--- config.mk ---
export PLATFORM = sky130hd
export DESIGN_NAME = dims_port
export DESIGN_NICKNAME = d
export VERILOG_FILES = /design/src/dims_pkg.sv /design/src/dims_buf_if.sv /design/src/dims_port.sv /design/src/dims_rx_buf.sv
export VERILOG_INCLUDE_DIRS = /design/src
export SDC_FILE = /design/constraint.sdc
export NUM_CORES = 1
export LEC_CHECK = 0
export ABC_CLOCK_PERIOD_IN_PS = 4640
export BUFFER_PORTS_ARGS = -buffer_cell sky130_fd_sc_hd__buf_2
export CAP_MARGIN = 25
export CORE_UTILIZATION = 50
export CTS_CLUSTER_SIZE = 16
export DETAILED_ROUTE_END_ITERATION = 6
export PLACE_DENSITY_LB_ADDON = 0.25
export SLEW_MARGIN = 20
export SYNTH_ARGS = -nofsm -noshare
export SYNTH_HDL_FRONTEND = slang
export SYNTH_HIERARCHICAL = 1
export SYNTH_SLANG_ARGS = --single-unit
--- constraint.sdc ---
create_clock -name ref_clk -period 4.64 [get_ports ref_clk]
set_input_delay 0.928 -clock ref_clk [delete_from_list [all_inputs] [get_ports ref_clk]]
set_output_delay 0.928 -clock ref_clk [all_outputs]
set_load 0.03 [all_outputs]
--- src/dims_map.svh ---
`ifndef DIMS_MAP_SVH
`define DIMS_MAP_SVH
// Functional notes
// - Two independent controllers, each with its own data and clock line.
// - Byte transport, clocking, address match and arbitration all done in hardware.
// - Roles: master transmitter, master receiver, slave transmitter, slave receiver.
// - Control bits: clock select 2,enable,start,stop,address flag,ack enable,select 1,0.
// - Master clock divisor by clock select: 16,24,30,60,120,240,480,960.
// - Enable low releases both data and clock lines.
// - Start request waits for a free bus, then makes a START.
// - Start request during own transfer makes a repeated START.
// - Stop request in master mode makes a STOP.
// - A STOP seen on the bus clears the stop request.
// - Stop request set one event period ahead; STOP follows after that period.
// - Address flag set on own address acknowledged; stays until software clears it.
// - Ack enable set: pull data low in the acknowledge clock.
// - Ack enable clear: release data high in the acknowledge clock.
// - Status byte usable directly as a service routine vector.
// - Shift register moves most significant bit first, shifting toward the top.
// - Reading status clears the event flag.
// - Own address sits in bits 7 to 1; slave answers that address.
`define DIMS_NCH 2
`define DIMS_CH_BIT 2
`define DIMS_IDX_MSB 1
`define DIMS_REG_CTRL 2'h0
`define DIMS_REG_STAT 2'h1
`define DIMS_REG_DATA 2'h2
`define DIMS_REG_ADR 2'h3
`define DIMS_CTL_CS2 7
`define DIMS_CTL_EN 6
`define DIMS_CTL_STA 5
`define DIMS_CTL_STO 4
`define DIMS_CTL_ADDR 3
`define DIMS_CTL_AA 2
`define DIMS_CTL_CS1 1
`define DIMS_CTL_CS0 0
`define DIMS_CTL_RST 8'h00
`define DIMS_ADR_RST 8'h00
`define DIMS_ADR_MSB 7
`define DIMS_ADR_LSB 1
`define DIMS_RW_BIT 0
`define DIMS_MSB 7
`define DIMS_NBITS 4'h8
`define DIMS_DIV0 10'h010
`define DIMS_DIV1 10'h018
`define DIMS_DIV2 10'h01E
`define DIMS_DIV3 10'h03C
`define DIMS_DIV4 10'h078
`define DIMS_DIV5 10'h0F0
`define DIMS_DIV6 10'h1E0
`define DIMS_DIV7 10'h3C0
`define DIMS_BUF_DEPTH 2'h2
`endif

--- src/dims_pkg.sv ---
package dims_pkg;
  typedef logic [7:0] dims_byte_t;
  typedef enum {M_IDLE, M_START, M_LOW, M_HIGH, M_RS, M_RS2, M_STOP1, M_STOP2, M_STOP3}
    dims_mst_t;
endpackage : dims_pkg

--- src/dims_buf_if.sv ---
`timescale 1ns/1ps
interface dims_buf_if;
  logic [7:0] in_data;
  logic in_valid;
  logic in_ready;
  logic [7:0] out_data;
  logic out_valid;
  logic out_ready;
  modport fifo (input in_data, input in_valid, output in_ready,
    output out_data, output out_valid, input out_ready);
  modport user (output in_data, output in_valid, input in_ready,
    input out_data, input out_valid, output out_ready);
endinterface : dims_buf_if

--- src/dims_port.sv ---
`timescale 1ns/1ps
`include "dims_map.svh"

module dims_port
  import dims_pkg::*;
(
  input wire logic ref_clk,
  input wire logic rstn,
  input wire logic [2:0] sfr_addr,
  input wire logic sfr_wr,
  input wire logic sfr_rd,
  input wire logic [7:0] sfr_wdata,
  output logic [7:0] sfr_rdata,
  input wire logic [1:0] sda_in,
  input wire logic [1:0] scl_in,
  output logic [1:0] sda_out,
  output logic [1:0] sda_oe,
  output logic [1:0] scl_out,
  output logic [1:0] scl_oe
);

  localparam logic [9:0] DIVS [8] = '{`DIMS_DIV0, `DIMS_DIV1, `DIMS_DIV2, `DIMS_DIV3,
    `DIMS_DIV4, `DIMS_DIV5, `DIMS_DIV6, `DIMS_DIV7};

  logic [7:0] ch_rd [`DIMS_NCH];

  ////////////////////////////////////////////////////////////////////////////////
  // Shared read port; open-drain lines only ever pull low
  always_ff @(posedge ref_clk or negedge rstn)
  begin
    if (!rstn)
    begin
      sfr_rdata <= 8'h00;
      sda_out <= 2'h0;
      scl_out <= 2'h0;
    end
    else
    begin
      sda_out <= 2'h0;
      scl_out <= 2'h0;
      if (sfr_rd)
        sfr_rdata <= ch_rd[sfr_addr[`DIMS_CH_BIT]];
    end
  end

  ////////////////////////////////////////////////////////////////////////////////
  // One complete controller per channel
  for (genvar i = 0; i < `DIMS_NCH; i++)
  begin : g_ch
    logic [7:0] ctrl, adr, sh, rxb;
    logic scl_p, sda_p, sda_q, scl_q, busy, mst, slv, tx, addr_ph, hold, pend;
    logic bus_event_flag, stop_f, blost, nack, addr_f, sta_q, sto_q;
    logic [3:0] bcnt;
    logic [9:0] tmr;
    dims_mst_t mstate, next_mstate;
    dims_buf_if bf ();
    dims_rx_buf u_buf
    (
      .ref_clk(ref_clk),
      .rstn(rstn),
      .b(bf.fifo)
    );
    //////////////////////////////////////////////////////////////////////////////
    // Register decode
    wire sel = sfr_addr[`DIMS_CH_BIT] == 1'(i);
    wire [1:0] idx = sfr_addr[`DIMS_IDX_MSB:0];
    wire wr_ctl = sfr_wr & sel & (idx == `DIMS_REG_CTRL);
    wire wr_dat = sfr_wr & sel & (idx == `DIMS_REG_DATA);
    wire wr_adr = sfr_wr & sel & (idx == `DIMS_REG_ADR);
    wire rd_st = sfr_rd & sel & (idx == `DIMS_REG_STAT);
    wire rd_dat = sfr_rd & sel & (idx == `DIMS_REG_DATA);
    wire en = ctrl[`DIMS_CTL_EN];
    wire ack_en = ctrl[`DIMS_CTL_AA];
    wire [2:0] cs = {ctrl[`DIMS_CTL_CS2], ctrl[`DIMS_CTL_CS1], ctrl[`DIMS_CTL_CS0]};
    wire [9:0] half = DIVS[cs] >> 1;
    wire tick = tmr >= half - 10'h001;
    //////////////////////////////////////////////////////////////////////////////
    // Bus events
    wire rise = scl_in[i] & ~scl_p;
    wire start_d = scl_in[i] & scl_p & sda_p & ~sda_in[i];
    wire stop_d = scl_in[i] & scl_p & ~sda_p & sda_in[i];
    wire shift_pt = rise & busy & (bcnt < `DIMS_NBITS);
    wire ack_pt = rise & busy & (bcnt == `DIMS_NBITS);
    wire match = sh[`DIMS_ADR_MSB:`DIMS_ADR_LSB] == adr[`DIMS_ADR_MSB:`DIMS_ADR_LSB];
    wire s_hit = addr_ph & ~mst & match & ack_en;
    wire party = mst | slv;
    wire evt = ack_pt & (party | s_hit | blost);
    wire lost = shift_pt & mst & tx & ~sda_q & ~sda_in[i];
    wire d_tx = tx & party & (bcnt < `DIMS_NBITS) & ~sh[`DIMS_MSB];
    wire d_ack = (bcnt == `DIMS_NBITS) & ack_en & (s_hit | (~addr_ph & ~tx & party));
    wire rel = (wr_dat | wr_ctl) & ~pend;
    wire enter_start = (next_mstate == M_START) & (mstate != M_START);
    //////////////////////////////////////////////////////////////////////////////
    // Master phase decode
    wire m_hi = mstate inside {M_START, M_HIGH, M_RS2, M_STOP2, M_STOP3};
    wire m_ovr = mstate inside {M_START, M_RS, M_RS2, M_STOP1, M_STOP2, M_STOP3};
    wire m_sda_low = mstate inside {M_START, M_STOP1, M_STOP2};
    wire m_scl_low = mstate inside {M_LOW, M_RS, M_STOP1};
    //////////////////////////////////////////////////////////////////////////////
    // Read-back
    wire [7:0] stat = {1'b0, stop_f, bus_event_flag, tx & party, busy & ~mst, blost, nack, slv};
    wire [7:0] ctl_rd = {ctrl[`DIMS_CTL_CS2], en, sta_q, sto_q, addr_f, ack_en,
      ctrl[`DIMS_CTL_CS1], ctrl[`DIMS_CTL_CS0]};
    wire [7:0] adr_rd = {adr[`DIMS_ADR_MSB:`DIMS_ADR_LSB], 1'b0};
    wire [7:0] dat_rd = bf.out_valid ? bf.out_data : sh;
    assign ch_rd[i] = (idx == `DIMS_REG_CTRL) ? ctl_rd :
      (idx == `DIMS_REG_STAT) ? stat :
      (idx == `DIMS_REG_DATA) ? dat_rd : adr_rd;
    assign bf.in_valid = pend;
    assign bf.in_data = rxb;
    assign bf.out_ready = rd_dat;
    assign sda_oe[i] = sda_q;
    assign scl_oe[i] = scl_q;
    //////////////////////////////////////////////////////////////////////////////
    // Master clock generator
    always_comb
    begin
      next_mstate = mstate;
      unique case (mstate)
        M_IDLE:
          if (sta_q && !busy)
            next_mstate = M_START;
        M_START:
          if (tick)
            next_mstate = M_LOW;
        M_LOW:
          if (tick && hold && sto_q)
            next_mstate = M_STOP1;
          else if (tick && hold && sta_q)
            next_mstate = M_RS;
          else if (tick && !hold && !pend)
            next_mstate = M_HIGH;
        M_HIGH:
          if (tick)
            next_mstate = M_LOW;
        M_RS:
          if (tick)
            next_mstate = M_RS2;
        M_RS2:
          if (tick)
            next_mstate = M_START;
        M_STOP1:
          if (tick)
            next_mstate = M_STOP2;
        M_STOP2:
          if (tick)
            next_mstate = M_STOP3;
        M_STOP3:
          if (tick)
            next_mstate = M_IDLE;
      endcase
      if (!en || lost)
        next_mstate = M_IDLE;
    end

    // High phase counts from our release; a slave holding the line low restarts it
    always_ff @(posedge ref_clk or negedge rstn)
    begin
      if (!rstn)
      begin
        mstate <= M_IDLE;
        tmr <= 10'h000;
      end
      else
      begin
        mstate <= next_mstate;
        if (next_mstate != mstate || (m_hi && !scl_q && !scl_in[i]))
          tmr <= 10'h000;
        else if (!tick)
          tmr <= tmr + 10'h001;
      end
    end
    //////////////////////////////////////////////////////////////////////////////
    // Bus monitor
    always_ff @(posedge ref_clk or negedge rstn)
    begin
      if (!rstn)
      begin
        scl_p <= 1'b1;
        sda_p <= 1'b1;
        busy <= 1'b0;
      end
      else
      begin
        scl_p <= scl_in[i];
        sda_p <= sda_in[i];
        busy <= en & (start_d | (busy & ~stop_d));
      end
    end
    //////////////////////////////////////////////////////////////////////////////
    // Role tracking
    always_ff @(posedge ref_clk or negedge rstn)
    begin
      if (!rstn)
      begin
        mst <= 1'b0;
        slv <= 1'b0;
      end
      else
      begin
        if (!en || stop_d || lost)
          mst <= 1'b0;
        else if (enter_start)
          mst <= 1'b1;
        if (!en || stop_d || start_d)
          slv <= 1'b0;
        else if (evt && s_hit)
          slv <= 1'b1;
      end
    end

    // Direction follows the read/write bit of the address byte
    always_ff @(posedge ref_clk or negedge rstn)
    begin
      if (!rstn)
        tx <= 1'b0;
      else if (!en || stop_d || lost)
        tx <= 1'b0;
      else if (start_d)
        tx <= mst;
      else if (ack_pt && s_hit)
        tx <= sh[`DIMS_RW_BIT];
      else if (ack_pt && addr_ph && mst)
        tx <= ~sh[`DIMS_RW_BIT];
      else if (ack_pt && slv && tx && sda_in[i])
        tx <= 1'b0;
    end
    //////////////////////////////////////////////////////////////////////////////
    // Bit counter and shifter
    always_ff @(posedge ref_clk or negedge rstn)
    begin
      if (!rstn)
      begin
        bcnt <= 4'h0;
        addr_ph <= 1'b0;
      end
      else if (start_d)
      begin
        bcnt <= 4'h0;
        addr_ph <= 1'b1;
      end
      else if (ack_pt)
      begin
        bcnt <= 4'h0;
        addr_ph <= 1'b0;
      end
      else if (shift_pt)
        bcnt <= bcnt + 4'h1;
    end

    always_ff @(posedge ref_clk or negedge rstn)
    begin
      if (!rstn)
      begin
        sh <= 8'h00;
        rxb <= 8'h00;
      end
      else
      begin
        if (wr_dat)
          sh <= sfr_wdata;
        else if (shift_pt)
          sh <= {sh[`DIMS_MSB - 1:0], sda_in[i]};
        if (ack_pt)
          rxb <= sh;
      end
    end
    //////////////////////////////////////////////////////////////////////////////
    // Event flags; a hardware set always beats a clear in the same cycle
    always_ff @(posedge ref_clk or negedge rstn)
    begin
      if (!rstn)
      begin
        hold <= 1'b0;
        pend <= 1'b0;
        bus_event_flag <= 1'b0;
        stop_f <= 1'b0;
        blost <= 1'b0;
        nack <= 1'b0;
        addr_f <= 1'b0;
      end
      else
      begin
        hold <= en & ~start_d & ~stop_d & (evt | (hold & ~rel));
        pend <= (ack_pt & ~addr_ph & ~tx & party) | (pend & ~bf.in_ready);
        bus_event_flag <= evt | (stop_d & slv) | (bus_event_flag & ~rd_st);
        stop_f <= stop_d | (stop_f & ~rd_st);
        blost <= lost | (blost & ~rd_st);
        nack <= ack_pt ? sda_in[i] : nack;
        addr_f <= (evt & s_hit) | (addr_f & ~(wr_ctl & ~sfr_wdata[`DIMS_CTL_ADDR]));
      end
    end
    //////////////////////////////////////////////////////////////////////////////
    // Control register
    always_ff @(posedge ref_clk or negedge rstn)
    begin
      if (!rstn)
      begin
        ctrl <= `DIMS_CTL_RST;
        adr <= `DIMS_ADR_RST;
        sta_q <= 1'b0;
        sto_q <= 1'b0;
      end
      else
      begin
        if (wr_ctl)
          ctrl <= sfr_wdata;
        if (wr_adr)
          adr <= sfr_wdata;
        if (wr_ctl)
          sta_q <= sfr_wdata[`DIMS_CTL_STA];
        else if (enter_start || !en)
          sta_q <= 1'b0;
        if (wr_ctl)
          sto_q <= sfr_wdata[`DIMS_CTL_STO];
        else if (stop_d)
          sto_q <= 1'b0;
      end
    end
    //////////////////////////////////////////////////////////////////////////////
    // Line drivers; outside the START, repeated START and STOP phases, data only moves while the clock is low
    always_ff @(posedge ref_clk or negedge rstn)
    begin
      if (!rstn)
      begin
        sda_q <= 1'b0;
        scl_q <= 1'b0;
      end
      else
      begin
        sda_q <= en & (m_ovr ? m_sda_low : (scl_in[i] ? sda_q : (d_tx | d_ack)));
        scl_q <= en & (m_scl_low | (slv & (hold | pend) & ~scl_in[i]));
      end
    end

  end
endmodule : dims_port

--- src/dims_rx_buf.sv ---
`timescale 1ns/1ps
`include "dims_map.svh"

module dims_rx_buf
  import dims_pkg::*;
(
  input wire logic ref_clk,
  input wire logic rstn,
  dims_buf_if.fifo b
);
  dims_byte_t mem [`DIMS_BUF_DEPTH];
  logic wp;
  logic rp;
  logic [1:0] cnt;
  wire push = b.in_valid & b.in_ready;
  wire pop = b.out_valid & b.out_ready;

  assign b.in_ready = cnt != `DIMS_BUF_DEPTH;
  assign b.out_valid = cnt != 2'h0;
  assign b.out_data = mem[rp];

  // Data words need no reset; only pointers and count do
  always_ff @(posedge ref_clk)
  begin
    if (push)
      mem[wp] <= b.in_data;
  end

  always_ff @(posedge ref_clk or negedge rstn)
  begin
    if (!rstn)
    begin
      wp <= 1'b0;
      rp <= 1'b0;
      cnt <= 2'h0;
    end
    else
    begin
      wp <= wp ^ push;
      rp <= rp ^ pop;
      cnt <= cnt + {1'b0, push} - {1'b0, pop};
    end
  end
endmodule : dims_rx_buf

# Yosys cells after proc, flatten, opt, wreduce, memory -nomap -nowiden

Memories as Yosys holds them, arrays and structs flattened.
Cells that the tools add are included.

Flip-flop bits (word level): 208
Bits in writable memories: 32
ROM bits: 160
Bits of input ports: 19
Output and inout port bits: 16
Logic and storage cells: 476
Memories: 4

Add/sub/neg operators: 10
Magnitude comparators: 7
Eq/ne operators: 33
Muxes and demuxes: 91
Bitwise gates (word level): 189
Reductions and logical operators: 85

Memory list:

| name              | depth | width | read ports | clocked after Yosys merged registers in | write ports | line              | source |
|---|---|---|---|---|---|---|---|
| (name not given)  | 8     | 10    | 1          | 0                                       | 0           | dims_port.sv:75   | `wire [9:0] half = DIVS[cs] >> 1;` |
| (name not given)  | 8     | 10    | 1          | 0                                       | 0           | dims_port.sv:75   |  |
| g_ch[0].u_buf.mem | 2     | 8     | 1          | 0                                       | 1           | dims_rx_buf.sv:11 | `` dims_byte_t mem [`DIMS_BUF_DEPTH]; `` |
| g_ch[1].u_buf.mem | 2     | 8     | 1          | 0                                       | 1           | dims_rx_buf.sv:11 |  |

Operators with widths:

| kind                  | count |
|---|---|
| $mux 32               | 22 |
| $pmux 32 s8           | 2 |
| $eq 32x3->1 const B   | 8 |
| $eq 32x2->1 const B   | 6 |
| $mux 8                | 15 |
| $and 1x1->1           | 114 |
| $mux 10               | 8 |
| $eq 32x1->1 const B   | 2 |
| $eq 32x4->1 const B   | 2 |
| $logic_not 32->1      | 2 |
| $ne 32x2->1 const B   | 2 |
| $ne 32x32->1          | 2 |
| $mux 1                | 38 |
| $not 1->1             | 36 |
| $or 1x1->1            | 32 |
| $logic_and 1x1->1     | 30 |
| $reduce_bool 2->1     | 14 |
| $mux 4                | 6 |
| $add 10x1->10 const B | 2 |
| $ge 10x10->1          | 2 |
| $reduce_bool 5->1     | 4 |
| $sub 9x1->10 const B  | 2 |
| $reduce_bool 3->1     | 6 |
| $eq 7x7->1            | 2 |
| other kinds (19)      | 56 |

# Longest topological paths before layout

Gate-level depths: netlist (run 1).

Depth after elaboration: 18
Depth in mapped cells: 14
Gate-level depth less buffers: 12

# Modules after synthesis

Netlist (run 1), hierarchy kept.

Modules (own cells, without submodules):

| module      | times used | cells each | area each (um^2) | seq. area each (um^2) |
|---|---|---|---|---|
| dims_port   | 1          | 1054       | 10104.7          | 4809.6 |
| dims_rx_buf | 2          | 48         | 804.5            | 580.6 |

# Worst setup path before layout (run 1)

Ideal clock, no wire load.

Kind: register to register
Start: reg g_ch[0].ctrl[1]
End: reg g_ch[0].tmr[0]
Setup time: 76 ps
Arrival time: 3268 ps
Required time: 4564 ps
Path slack: 1297 ps
Cell stages (with the launch flop): 13
Path buffers: 1
Period minus slack after synthesis: 3343 ps
Path through: dfrtp_1 clkbuf_1 or3b_2 ha_1 nand2b_1 a21oi_1 o2bb2ai_1 a21oi_1 nor2_1 o311a_2 a221o_1 nand3b_1 nor2_1

Longest elaborated chain between the ends: 16
Elaborated cells on any way between the ends: 26
Classes of those cells: add/sub (1); order compare (1); eq/ne (2); mux (14); bitwise (1); reduce/logical (6); memory (1)

Ends and longest elaborated chain:

| element                                                | line             | source |
|---|---|---|
| from (decl)                                            | dims_port.sv:50  | `logic [7:0] ctrl, adr, sh, rxb;` |
| from (signal assigned)                                 | dims_port.sv:299 | `` ctrl <= `DIMS_CTL_RST; `` |
| from (signal assigned)                                 | dims_port.sv:307 | `ctrl <= sfr_wdata;` |
| $not 3->4 (not written as such) *                      | dims_port.sv:75  |  |
| $mem_v2 8x10 *                                         | n/a              |  |
| $mux 10 (not written as such) * (2 in series)          | dims_port.sv:75  |  |
| $sub 9x1->10 *                                         | dims_port.sv:76  | `wire tick = tmr >= half - 10'h001;` |
| $ge 10x10->1 *                                         | dims_port.sv:76  |  |
| $logic_and 1x1->1 (2 in series)                        | dims_port.sv:131 | `else if (tick && !hold && !pend)` |
| $mux 32                                                | dims_port.sv:131 |  |
| $mux 32                                                | dims_port.sv:129 | `else if (tick && hold && sta_q)` |
| $mux 32                                                | dims_port.sv:127 | `if (tick && hold && sto_q)` |
| $pmux 32 s8 *                                          | dims_port.sv:119 | `unique case (mstate)` |
| $mux 32 *                                              | dims_port.sv:152 | `if (!en \|\| lost)` |
| net g_ch[0].next_mstate[2]                             | dims_port.sv:55  | `dims_mst_t mstate, next_mstate;` |
| $ne 32x32->1 *                                         | dims_port.sv:167 | `if (next_mstate != mstate \|\| (m_hi && !scl_q && !scl_in[i]))` |
| $logic_or 1x1->1 *                                     | dims_port.sv:167 |  |
| $ne 2x1->1 (no source line) or $mux 10 (tied branches) | n/a              |  |
| to (signal assigned)                                   | dims_port.sv:170 | `tmr <= tmr + 10'h001;` |
| to (decl)                                              | dims_port.sv:54  | `logic [9:0] tmr;` |

The timed path passes the listed nets; every way through them passes the cells marked *. The select of a mux whose other input is x is not followed.
A chain may end at the register's enable or synchronous reset.

# Final worst setup path (run 1)

Start: reg g_ch[1].ctrl[7]
End: reg g_ch[1].mst

Longest elaborated chain between the ends: 16
Elaborated cells on any way between the ends: 25
Classes of those cells: add/sub (1); order compare (1); eq/ne (1); mux (13); bitwise (2); reduce/logical (6); memory (1)

Ends and longest elaborated chain:

| element                                       | line             | source |
|---|---|---|
| from (decl)                                   | dims_port.sv:50  |  |
| from (signal assigned)                        | dims_port.sv:299 |  |
| from (signal assigned)                        | dims_port.sv:307 |  |
| $not 3->4 (not written as such) *             | dims_port.sv:75  |  |
| $mem_v2 8x10 *                                | n/a              |  |
| $mux 10 (not written as such) * (2 in series) | dims_port.sv:75  |  |
| $sub 9x1->10 *                                | dims_port.sv:76  |  |
| $ge 10x10->1 *                                | dims_port.sv:76  |  |
| $logic_and 1x1->1 (2 in series)               | dims_port.sv:131 |  |
| $mux 32                                       | dims_port.sv:131 |  |
| $mux 32                                       | dims_port.sv:129 |  |
| $mux 32                                       | dims_port.sv:127 |  |
| $pmux 32 s8 *                                 | dims_port.sv:119 |  |
| $mux 32 *                                     | dims_port.sv:152 |  |
| net g_ch[1].next_mstate[3]                    | dims_port.sv:55  |  |
| $eq 32x2->1 *                                 | dims_port.sv:92  | `wire enter_start = (next_mstate == M_START) & (mstate != M_START);` |
| $and 1x1->1 *                                 | dims_port.sv:92  |  |
| $reduce_bool 2->1 (no source line) *          | n/a              |  |
| to (signal assigned)                          | dims_port.sv:196 | `mst <= 1'b0;` |
| to (signal assigned)                          | dims_port.sv:202 | `mst <= 1'b0;` |
| to (signal assigned)                          | dims_port.sv:204 | `mst <= 1'b1;` |
| to (decl)                                     | dims_port.sv:51  | `logic scl_p, sda_p, sda_q, scl_q, busy, mst, slv, tx, addr_ph, hold, pend;` |

Marks and branches as above.

==> results of run 1 <==
-- path summary, 6_finish.rpt --
| kind | to | slack [ns] | depth (start not counted) |
|---|---|---|---|
| max in group asynchronous | g_ch[1].adr[5] | 3.06 | 2 |
| setup / recovery | g_ch[1].mst | 1.03 | 13 |
| setup reg to reg | g_ch[1].mst | 1.03 | 13 |
| hold / removal | g_ch[1].u_buf/mem[0][4] | 0.47 | 0 |
| min in group asynchronous | g_ch[0].mstate[22] | 0.50 | 1 |
| hold reg to reg | g_ch[1].u_buf/mem[0][4] | 0.47 | 0 |
-- logic make-up (layout without fill, tap and decap cells) --
logic type / Yosys count / count (layout) / synth area share
other: 2 / 6 / 0.0006411
buffers and inverters: 92 / 120 / 0.03333
DFF: 232 / 232 / 0.5097
AOI/OAI and AO/OA: 200 / 200 / 0.1140
muxes: 83 / 83 / 0.07915
xor gates and xnor gates: 44 / 44 / 0.03290
and+or+nand+nor: 468 / 468 / 0.1993
adders and majority gates: 29 / 29 / 0.03098
-- power by group through the flow --
stage / clock network [mW] / registers (mW) / logic, mW
global placement: 0 / 2.61 / 1.26
floorplan: 0 / 2.47 / 1.04
detailed placement: 0 / 2.61 / 1.27
finish: 2.03 / 2.58 / 1.28
CTS: 2.07 / 2.58 / 1.29
global route: 2.15 / 2.62 / 1.44
-- routing by layer --
layer  vias to the layer above  wire length (um)
met1                      4144             12420
met4                         0               662
met5                         -                 0
met3                        45              1437
li1                       4112                 -
met2                       262             11890
-- placed cells by master (no fill, tap or decap), types with 6 or more instances in the layout --
| cell | n |
|---|---|
| nand2b_1 | 15 |
| o21ai_0 | 49 |
| nand4_1 | 13 |
| nor3_1 | 27 |
| nor2b_1 | 38 |
| xor2_1 | 23 |
| buf_2 | 30 |
| o211ai_1 | 9 |
| dfrtp_1 | 196 |
| o22ai_1 | 13 |
| conb_1 | 6 |
| xnor2_1 | 21 |
| ha_1 | 29 |
| a21oi_1 | 40 |
| mux2_2 | 47 |
| edfxtp_1 | 32 |
| o31ai_1 | 6 |
| nand3_1 | 23 |
| nor3b_1 | 6 |
| and3_1 | 14 |
| a22oi_1 | 7 |
| nand2_1 | 151 |
| a211oi_1 | 9 |
| and2_1 | 37 |
| mux2i_1 | 33 |
| clkbuf_16 | 25 |
| a31oi_1 | 11 |
| inv_1 | 29 |
| nor4_1 | 17 |
| nor2_1 | 93 |
| buf_4 | 15 |
-- sequential cells by signal, indices dropped and copies added, names as in the netlist, 8 cells and up --
signal,flops
g_ch.tmr,20
g_ch.adr,14
g_ch.ctrl,10
g_ch.sh,16
sfr_rdata,8
g_ch.u_buf/mem,32
g_ch.bf.in_data,16
g_ch.mstate,64
g_ch.bcnt,8
-- per-stage QoR --
step / std cells / util / total power [mW]
6_report: 1495 / 0.5686 / 5.894
5_1_grt: 1495 / 0.5686 / 6.210
4_1_cts: 1495 / 0.5686 / 5.939
3_5_place_dp: 1450 / 0.5321 / 3.888
3_3_place_gp: 1449 / 0.5319 / 3.869
2_1_floorplan: 1154 / - / 3.516
-- critical path: cells and delay by family (launching register included) --
kind / cells / cell delay [ns]
AO/OA/AOI/OAI: 7 / 1.52
XOR/XNOR: 1 / 0.18
adder cells (fa/ha/maj): 1 / 0.30
buffers and inverters: 1 / 0.23
flip-flops: 1 / 0.48
AND/OR/NAND/NOR: 3 / 0.85
-- layout make-up --
class / count / area [um^2]
flip-flops and latches: 232 / 5971
well taps: 313 / 391.6
fillers: 1993 / 9826
multi-input cells: 830 / 5373
clock buffers: 30 / 644.4
clock inverters: 15 / 187.7
repair buffers: 46 / 276.5
inverters: 29 / 108.9
==> impl_metrics.py, run 1 <==
metrics = {
    "power_and_ir_drop": {
        "p_per_area_nw_per_um2": 455.0,
        "p_int_mw": 4.024,
        "p_comb_frac": 0.218,
        "seqPwrFrac": 0.438,
        "switching_share": 0.3173,
        "clock_power_share": 0.345,
        "p_sw_mw": 1.870,
        "max-vdd-ir-drop_v": 0.0002110,
        "p_leak_nw": 5.824,
    },
    "logic_synthesis": {
        "syn_area_per_cell_um2": 10.19,
        "syn_inst": 1150,
        "yosysMostFrequentCell": "dfrtp_1",
        "ys_seq_area_frac": 0.5097,
        "synth-seq-cells": 232,
        "synth_top_area_frac": 0.4187,
        "syn-cell-area_um2": 11710,
        "yosys_warnings": 6,
        "async_flop_share": 0.8621,
        "synth_edf_count": 32,
        "synth_ff_type": "dfrtp_1",
        "synthTopCellsByCount": "dfrtp_1 (196), nand2_1 (151), nor2_1 (93), o21ai_0 (49), mux2_2 (47)",
        "yosys.area.top_type": "dfrtp_1",
        "synth_area_leaders": "dfrtp_1 (42%), edfxtp_1 (8.2%), nand2_1 (4.8%)",
        "ys_types": 80,
    },
    "worst_hold_path": {
        "hold_path.class": "reg -> reg",
        "min_from": "g_ch[1].bf.in_data[4]",
    },
    "timing": {
        "tightest_slew_ns": 0.8999,
        "fin_skew_ns": 0.009700,
        "maxSlewViolCount": 0,
        "relSlewSlack": 0.3955,
        "holdWs_ns": 0.4674,
        "rsz0062_at_grt": "no",
        "max_freq_mhz": 276.7,
        "min_period_ns": 3.614,
        "hold_violations": 0,
        "tns_ns": 0,
        "final.period_utilization": 0.7789,
        "setup_viol": 0,
        "setup_slack_ns": 1.026,
    },
    "layout": {
        "antennaDiodeCount": 0,
        "design_area_um2": 12950,
        "synthToLayoutAreaGrowth_pct": 10.57,
        "drive_above_1_share": 0.1311,
        "fin_nets": 1212,
    },
    "floorplanning": {
        "rows": 55,
        "die_w_um": 155.1,
        "die_y_um": 155.1,
        "start_util": 0.5143,
        "ios": 35,
        "die_area_um2": 24040,
        "core-area_um2": 22780,
    },
    "detailed_routing": {
        "drt_drc_violations_left": 0,
        "drt_pass1_iterations": 5,
        "avgViaCountPerCell": 5.728,
        "drtIter0Drc": 865,
        "ant_nets": 0,
        "drt-total-wl_um": 26410,
        "vias": 8563,
        "avgRoutedWirePerCell_um": 17.66,
    },
    "setup_path": {
        "end_kind": "flop",
        "crit_path_start": "g_ch[1].ctrl[7]",
        "startpoint_type": "flop",
        "cp_data_required_time_ns": 5.10,
        "crit_arrival_ns": 4.07,
        "crit_path_frequent_cell": "o21a_1",
        "cp_max_fo": 19,
        "worstPathCellList": "xnor2_1 -> nor2b_1 -> ha_1 -> nand2_1 -> a2111oi_0 -> a211oi_2 -> buf_4 -> a211oi_1 -> o21a_1 -> o21ai_0 -> o21a_1 -> nor4b_1 -> o211a_1",
        "critical_path.max_stage_delay_ns": 0.66,
        "r2r-start": "g_ch[1].ctrl[7]",
        "critical_path_class": "reg -> reg",
        "slowest_stage": "nor4b_1",
    },
    "clocking": {
        "cts_tree": "done",
        "post_cts_resize_count": 0,
        "holdBufCountCts": 0,
        "clkTransAtPathRegs_ns": 0.06,
        "cts_max_path_buffers": 3,
        "post_cts_buffers": 0,
        "numCtsBuffers": 25,
        "root_buffer": "clkbuf_16",
        "h-tree-depth": 1,
        "cts_sinks": 232,
        "clkLatencyLatePin_ns": 0.52,
    },
    "global_route": {
        "grt_max_degree": 107,
        "antenna_found_initial": 0,
        "grt_use_total": 0.2268,
        "grt_overflow": 0,
        "grt.met2_usage": 0.3520,
        "grt_pass1_wl_um": 43680,
        "met1_usage": 0.3308,
        "grtUsageMet3": 0.02758,
        "gr-max-usage-layer": "met2",
        "grt_pass1_vias": 8207,
    },
    "place": {
        "numPortBuffers": 30,
        "dp_hpwl_um": 18260,
        "pre_cts_ws_ns": 0.9833,
        "globalplace.congestion": 0.8803,
        "dpl-instance-area_um2": 12120,
    },
    "flow_run": {
        "max_cap_violations": 0,
    },
    "outcome": {
        "status": "completed",
    },
}
Power figures use the tool's default switching activity.
==> run 2, diff against run 1 <==
ABC_AREA = 1   (was unset)
ABC_CLOCK_PERIOD_IN_PS = 3500   (was 4640)
clock period = 3.5 ns   (was 4.64 ns; I/O delays follow)
==> run 2 against run 1 <==
Against the previous run:
- sequential share of layout area shrank 4.0 points
- die area increased by 9.8%
- routed wire length grew 26%
- design area up 9.5%
- highest routed layer is now met5
- critical endpoint is now g_ch[0].tmr[7]
==> impl_metrics.py, run 2 <==
metrics = {
    "outcome": {
        "status": "completed",
    },
    "timing": {
        "relSlewSlack": 0.4390,
        "min_period_ns": 3.112,
        "maxSlewViolCount": 0,
        "setup_viol": 0,
        "tns_ns": 0,
        "rsz0062_at_grt": "no",
        "final.period_utilization": 0.8892,
        "fin_skew_ns": 0.01696,
        "hold_violations": 0,
        "max_freq_mhz": 321.3,
        "tightest_slew_ns": 0.8384,
    },
    "power_and_ir_drop": {
        "p_comb_frac": 0.251,
        "p_sw_mw": 2.779,
        "clock_power_share": 0.335,
        "switching_share": 0.3468,
        "p_leak_nw": 7.109,
        "p_int_mw": 5.234,
        "max-vdd-ir-drop_v": 0.0003393,
        "seqPwrFrac": 0.414,
        "power.total_mw": 8.012,
        "p_per_area_nw_per_um2": 565.0,
    },
    "setup_path": {
        "critical_path.max_stage_delay_ns": 0.42,
        "worstPathCellList": "o21ai_0 -> a21oi_1 -> ha_1 -> nand2_1 -> nand2_1 -> nand2_1 -> nand2_1 -> nand2_1 -> inv_1 -> nor2_1 -> nand3_1 -> nand2_1 -> inv_1 -> nand2_1 -> nand4_1 -> nand2_1 -> nand3_1 -> nor2_2 -> nand4_4 -> nor2_1",
        "r2r_cells": 20,
        "crit_path_frequent_cell": "nand2_1",
        "cp_data_required_time_ns": 3.95,
        "cp_max_fo": 10,
        "startpoint_type": "flop",
        "critical_path_depth": 20,
        "crit_buf_inv": 2,
        "slowest_stage": "dfrtp_1",
        "end_kind": "flop",
        "cp_top_family": "simple AND/OR/NAND/NOR gates",
        "crit_arrival_ns": 3.57,
        "critical_path_class": "reg -> reg",
    },
    "clocking": {
        "cts_sinks": 232,
        "post_cts_buffers": 0,
        "h-tree-depth": 1,
        "clkLatencyLatePin_ns": 0.54,
        "cts_tree": "done",
        "cts_max_path_buffers": 3,
        "numCtsBuffers": 27,
        "post_cts_resize_count": 0,
        "holdBufCountCts": 0,
        "clkTransAtPathRegs_ns": 0.06,
        "root_buffer": "clkbuf_16",
    },
    "logic_synthesis": {
        "synth_edf_count": 32,
        "yosys.area.top_type": "dfrtp_1",
        "syn_inst": 1678,
        "synth-seq-cells": 232,
        "yosysMostFrequentCell": "nand2_1",
        "ys_seq_area_frac": 0.4636,
        "syn-cell-area_um2": 12880,
        "ys_types": 56,
        "synth_ff_type": "dfrtp_1",
        "synth_area_leaders": "dfrtp_1 (38%), nand2_1 (12%), edfxtp_1 (7.5%)",
        "yosys_warnings": 6,
        "synthTopCellsByCount": "nand2_1 (410), nor2_1 (229), inv_1 (214), dfrtp_1 (196), o21ai_0 (99)",
        "synth_top_area_frac": 0.3808,
        "async_flop_share": 0.8621,
        "syn_area_per_cell_um2": 7.675,
    },
    "detailed_routing": {
        "drt_pass1_iterations": 5,
        "avgViaCountPerCell": 5.501,
        "drt-total-wl_um": 33230,
        "drt_drc_violations_left": 0,
        "drtIter0Drc": 955,
        "avgRoutedWirePerCell_um": 16.15,
        "vias": 11320,
        "ant_nets": 0,
    },
    "global_route": {
        "grt_pass1_wl_um": 54540,
        "grt_use_total": 0.2573,
        "antenna_found_initial": 1,
        "grt_max_degree": 82,
        "grt_pass1_vias": 10640,
        "grt_overflow": 0,
    },
    "floorplanning": {
        "die_y_um": 162.5,
        "ios": 35,
        "die_area_um2": 26400,
        "die_w_um": 162.5,
        "core-area_um2": 25250,
        "rows": 58,
        "start_util": 0.5100,
    },
    "layout": {
        "antennaDiodeCount": 0,
        "top_register": "g_ch.mstate",
        "drive_above_1_share": 0.08449,
        "mostFrequentLayoutCell": "nand2_1",
        "top_regs": "g_ch.mstate (64), g_ch.u_buf/mem (32), g_ch.tmr (20)",
        "fin_nets": 1757,
        "largest_register_ffs": 64,
        "synthToLayoutAreaGrowth_pct": 10.12,
        "final_cell_mix": "nand2_1 (410), nor2_1 (229), inv_1 (214)",
    },
    "place": {
        "numPortBuffers": 30,
        "dp_hpwl_um": 24300,
        "globalplace.congestion": 0.9263,
    },
    "flow_run": {
        "max_cap_violations": 0,
    },
    "worst_hold_path": {
        "hold_path.class": "in -> async",
    },
}
[run 2: changes by cell type in the layout (fill, tap and decap cells not counted), sizes merged, moves of 37 or more]
cell,previous run,this run
and2,38,1
nor2,93,253
nor2b,38,0
o21ai,50,103
nand3,23,104
inv,31,224
mux2,47,0
nand2,151,419
[run 2: layout make-up]
cell class | count | area [um^2]
multi-input cells | 1176 | 5801
clock buffers | 44 | 819.5
repair buffers | 46 | 304.0
well taps | 330 | 412.9
inverters | 226 | 848.3
flip-flops and latches | 232 | 5971
clock inverters | 4 | 26.28
fillers | 2319 | 11070
[run 2: power by group through the flow]
stage          Sequential, mW  Combinational, mW  Clock [mW]
4_1_cts                  3.31               2.01        2.74
5_1_grt                  3.36               2.28        2.86
6_report                 3.32               2.01        2.68
3_3_place_gp             3.35               1.95           0
3_5_place_dp             3.36               1.99           0
2_1_floorplan            3.26               1.53           0
[run 2: through the flow]
stage	utilization	hold WS, ns	instance area [um^2]	setup WS (ns)	std cells
2_1_floorplan	-	0.4044	12890	0.8605	1682
3_3_place_gp	0.5281	0.4490	13340	0.5687	2010
3_5_place_dp	0.5281	0.4570	13340	0.4379	2010
4_1_cts	0.5616	0.2248	14180	0.3821	2058
5_1_grt	0.5616	0.2469	14180	0.08254	2058
6_report	0.5616	0.2046	14180	0.3877	2058
[run 2: worst reg2reg max path: cells and delay by family, from the launching register on]
kind,cells,cell delay (ns)
adder cells (fa/ha/maj),1,0.30
buffers and inverters,2,0.08
AO/OA/AOI/OAI,2,0.48
AND/OR/NAND/NOR,15,1.74
flip-flops,1,0.42
[run 2: per-layer routing]
layer	part of all wire	track usage	routed length (um)	vias to the layer above
li1	-	-	-	5563
met1	0.46	0.3682	15370	5354
met2	0.45	0.4060	15040	347
met3	0.064	0.03718	2125	55
met4	0.020	0.07161	679	2
met5	0.00039	0	13	-
[run 2: cell families after synthesis]
kind of cell / count (synthesis) / share of synthesized area
AO/OA/AOI/OAI: 254 / 0.1155
XOR/XNOR: 23 / 0.01564
adder cells (fa/ha/maj): 29 / 0.02817
buffers and inverters: 274 / 0.08715
flip-flops: 232 / 0.4636
multiplexers: 2 / 0.001555
other: 2 / 0.0005831
AND/OR/NAND/NOR: 862 / 0.2878
[run 2: final timing paths]
check                                      startpoint                      end  slack, ns
worst min register to register  g_ch[0].bf.in_data[0]  g_ch[0].u_buf/mem[0][0]       0.47
worst max register to register        g_ch[0].ctrl[1]           g_ch[0].tmr[7]       0.39
max in group asynchronous                        rstn            g_ch[1].sh[4]       2.48
min in group ref_clk                        scl_in[0]            g_ch[0].scl_p       0.29
worst max-delay path                  g_ch[0].ctrl[1]           g_ch[0].tmr[7]       0.39
worst min-delay path                             rstn       g_ch[0].mstate[14]       0.20
==> run 3, diff against run 2 <==
==> constraint.sdc (replaced) <==
create_clock -name ref_clk -period 3.5 [get_ports ref_clk]
set_input_delay 0.35 -clock ref_clk [delete_from_list [all_inputs] [get_ports ref_clk]]
set_output_delay 0.35 -clock ref_clk [all_outputs]
set_load 0.03 [all_outputs]
==> run 3 against run 2 <==
Against the previous run:
- maximum frequency grew 1.8%
- via count shrank 0.35%
- design area grew 0.26%
- total power grew 0.51%
- routed wire length shrank 1.1%
- first-iteration DRC count shrank 0.94%
- core utilization grew 0.14 points
==> impl_metrics.py, run 3 (synthesis gave the netlist of run 2 again) <==
metrics = {
    "outcome": {
        "status": "completed",
    },
    "layout": {
        "drive_above_1_share": 0.08329,
        "num-fill-cells": 2402,
        "antennaDiodeCount": 0,
        "synthToLayoutAreaGrowth_pct": 10.40,
        "largest_register_ffs": 64,
        "design_area_um2": 14220,
        "top_regs": "g_ch.mstate (64), g_ch.u_buf/mem (32), g_ch.tmr (20)",
        "final_cell_mix": "nand2_1 (410), nor2_1 (229), inv_1 (214)",
        "fin_nets": 1758,
        "utilization": 0.5630,
        "top_register": "g_ch.mstate",
        "mostFrequentLayoutCell": "nand2_1",
    },
    "setup_path": {
        "cp_max_fo": 10,
        "critical_path_class": "reg -> reg",
        "startpoint_type": "flop",
        "crit_arrival_ns": 3.51,
        "end_kind": "flop",
        "cp_data_required_time_ns": 3.95,
    },
    "place": {
        "globalplace.congestion": 0.9089,
        "dpl-instance-area_um2": 13310,
        "dp_hpwl_um": 24220,
        "numPortBuffers": 30,
    },
    "detailed_routing": {
        "avgRoutedWirePerCell_um": 15.96,
        "vias": 11280,
        "avgViaCountPerCell": 5.479,
        "drt-total-wl_um": 32870,
        "ant_nets": 0,
        "drtIter0Drc": 946,
        "drt_drc_violations_left": 0,
        "drt_pass1_iterations": 6,
    },
    "clocking": {
        "holdBufCountCts": 5,
        "cts_tree": "done",
        "root_buffer": "clkbuf_16",
        "post_cts_resize_count": 0,
        "h-tree-depth": 1,
        "clkTransAtPathRegs_ns": 0.07,
        "cts_max_path_buffers": 3,
        "cts_sinks": 232,
        "post_cts_buffers": 0,
        "clkLatencyLatePin_ns": 0.54,
        "numCtsBuffers": 26,
    },
    "timing": {
        "relSlewSlack": 0.4684,
        "hold_violations": 0,
        "fin_skew_ns": 0.01272,
        "final.period_utilization": 0.8736,
        "setup_viol": 0,
        "rsz0062_at_grt": "no",
        "holdWs_ns": 0.03495,
        "min_period_ns": 3.057,
        "max_freq_mhz": 327.1,
        "tns_ns": 0,
        "tightest_slew_ns": 0.7966,
        "maxSlewViolCount": 0,
    },
    "power_and_ir_drop": {
        "p_leak_nw": 7.111,
        "p_per_area_nw_per_um2": 566.4,
        "power.total_mw": 8.053,
        "max-vdd-ir-drop_v": 0.0003612,
    },
    "global_route": {
        "grt_use_total": 0.2564,
        "grt_max_degree": 93,
        "grt_pass1_wl_um": 54330,
        "grt_overflow": 0,
        "antenna_found_initial": 1,
        "grt_pass1_vias": 10700,
    },
    "floorplanning": {
        "core-area_um2": 25250,
        "ios": 35,
        "die_y_um": 162.5,
        "rows": 58,
        "die_area_um2": 26400,
        "start_util": 0.5100,
        "die_w_um": 162.5,
    },
    "flow_run": {
        "max_cap_violations": 0,
    },
    "worst_hold_path": {
        "hold_path.class": "in -> reg",
    },
}
run 3: changes by cell type in the layout (fill, tap and decap cells not counted), sizes merged:
cell	change
buf	-3
bufinv	+2
clkbuf	-14
clkinv	+9
clkinvlp	+3
dlygate4sd3	+5
inv	-1
run 3: path summary, 6_finish.rpt:
kind / startpoint / to / slack [ns] / depth (start not counted)
worst max-delay path: g_ch[0].ctrl[1] / g_ch[0].tmr[1] / 0.44 / 20
worst min-delay path: sfr_wdata[5] / g_ch[1].adr[5] / 0.03 / 3
worst max register to register: g_ch[0].ctrl[1] / g_ch[0].tmr[1] / 0.44 / 20
worst min register to register: g_ch[0].bf.in_data[7] / g_ch[0].u_buf/mem[0][7] / 0.47 / 0
max in group asynchronous: rstn / g_ch[1].sda_p / 2.19 / 3
min in group asynchronous: rstn / g_ch[0].mstate[26] / 0.44 / 2
run 3: through the flow:
stage	setup slack, ns	instances
floorplan	0.8605	1682
global placement	0.5639	2007
detailed placement	0.4653	2007
CTS	0.4520	2059
global route	0.03817	2059
finish	0.4425	2059
run 3: worst max-delay path: stages (launching register included):
cell and delay [ns]:
dfrtp_1 0.42, o21ai_0 0.34, a21oi_1 0.12, ha_1 0.30
nand2_1 0.08, nand2_1 0.05, nand2_1 0.05, nand2_1 0.04
nand2_1 0.09, inv_1 0.05, nor2_1 0.39, nand3_1 0.13
nand2_1 0.10, inv_1 0.04, nand2_1 0.09, nand4_1 0.09
nand2_1 0.08, nand3_1 0.08, nor2_2 0.13, nand4_4 0.19
nor2_1 0.14
run 3: area by class of cell:
| cell class | count | area, um^2 | share of cell area |
|---|---|---|---|
| Multi-Input combinational cell | 1176 | 5801 | 0.4080 |
| Inverter | 226 | 848.3 | 0.05966 |
| Timing Repair Buffer | 48 | 331.6 | 0.02332 |
| Clock inverter | 17 | 146.4 | 0.01030 |
| Tap cell | 330 | 412.9 | 0.02904 |
| Sequential cell | 232 | 5971 | 0.4199 |
| Clock buffer | 30 | 708.2 | 0.04981 |
run 3: power breakdown:
part	leakage, nW	switching (mW)	internal, mW
combinational	3.78	1.38	0.644
clock	0.408	1.12	1.59
sequential	2.92	0.309	3.01
total	7.11	2.81	5.24
run 3: per-layer routing:
layer	GRT usage	vias to the layer above	routed length [um]	part of all wire
met5	0	-	14	0.00043
met4	0.08662	2	931	0.028
met3	0.04329	71	2380	0.072
met2	0.4021	375	14840	0.45
met1	0.3593	5296	14700	0.45
li1	-	5537	-	-
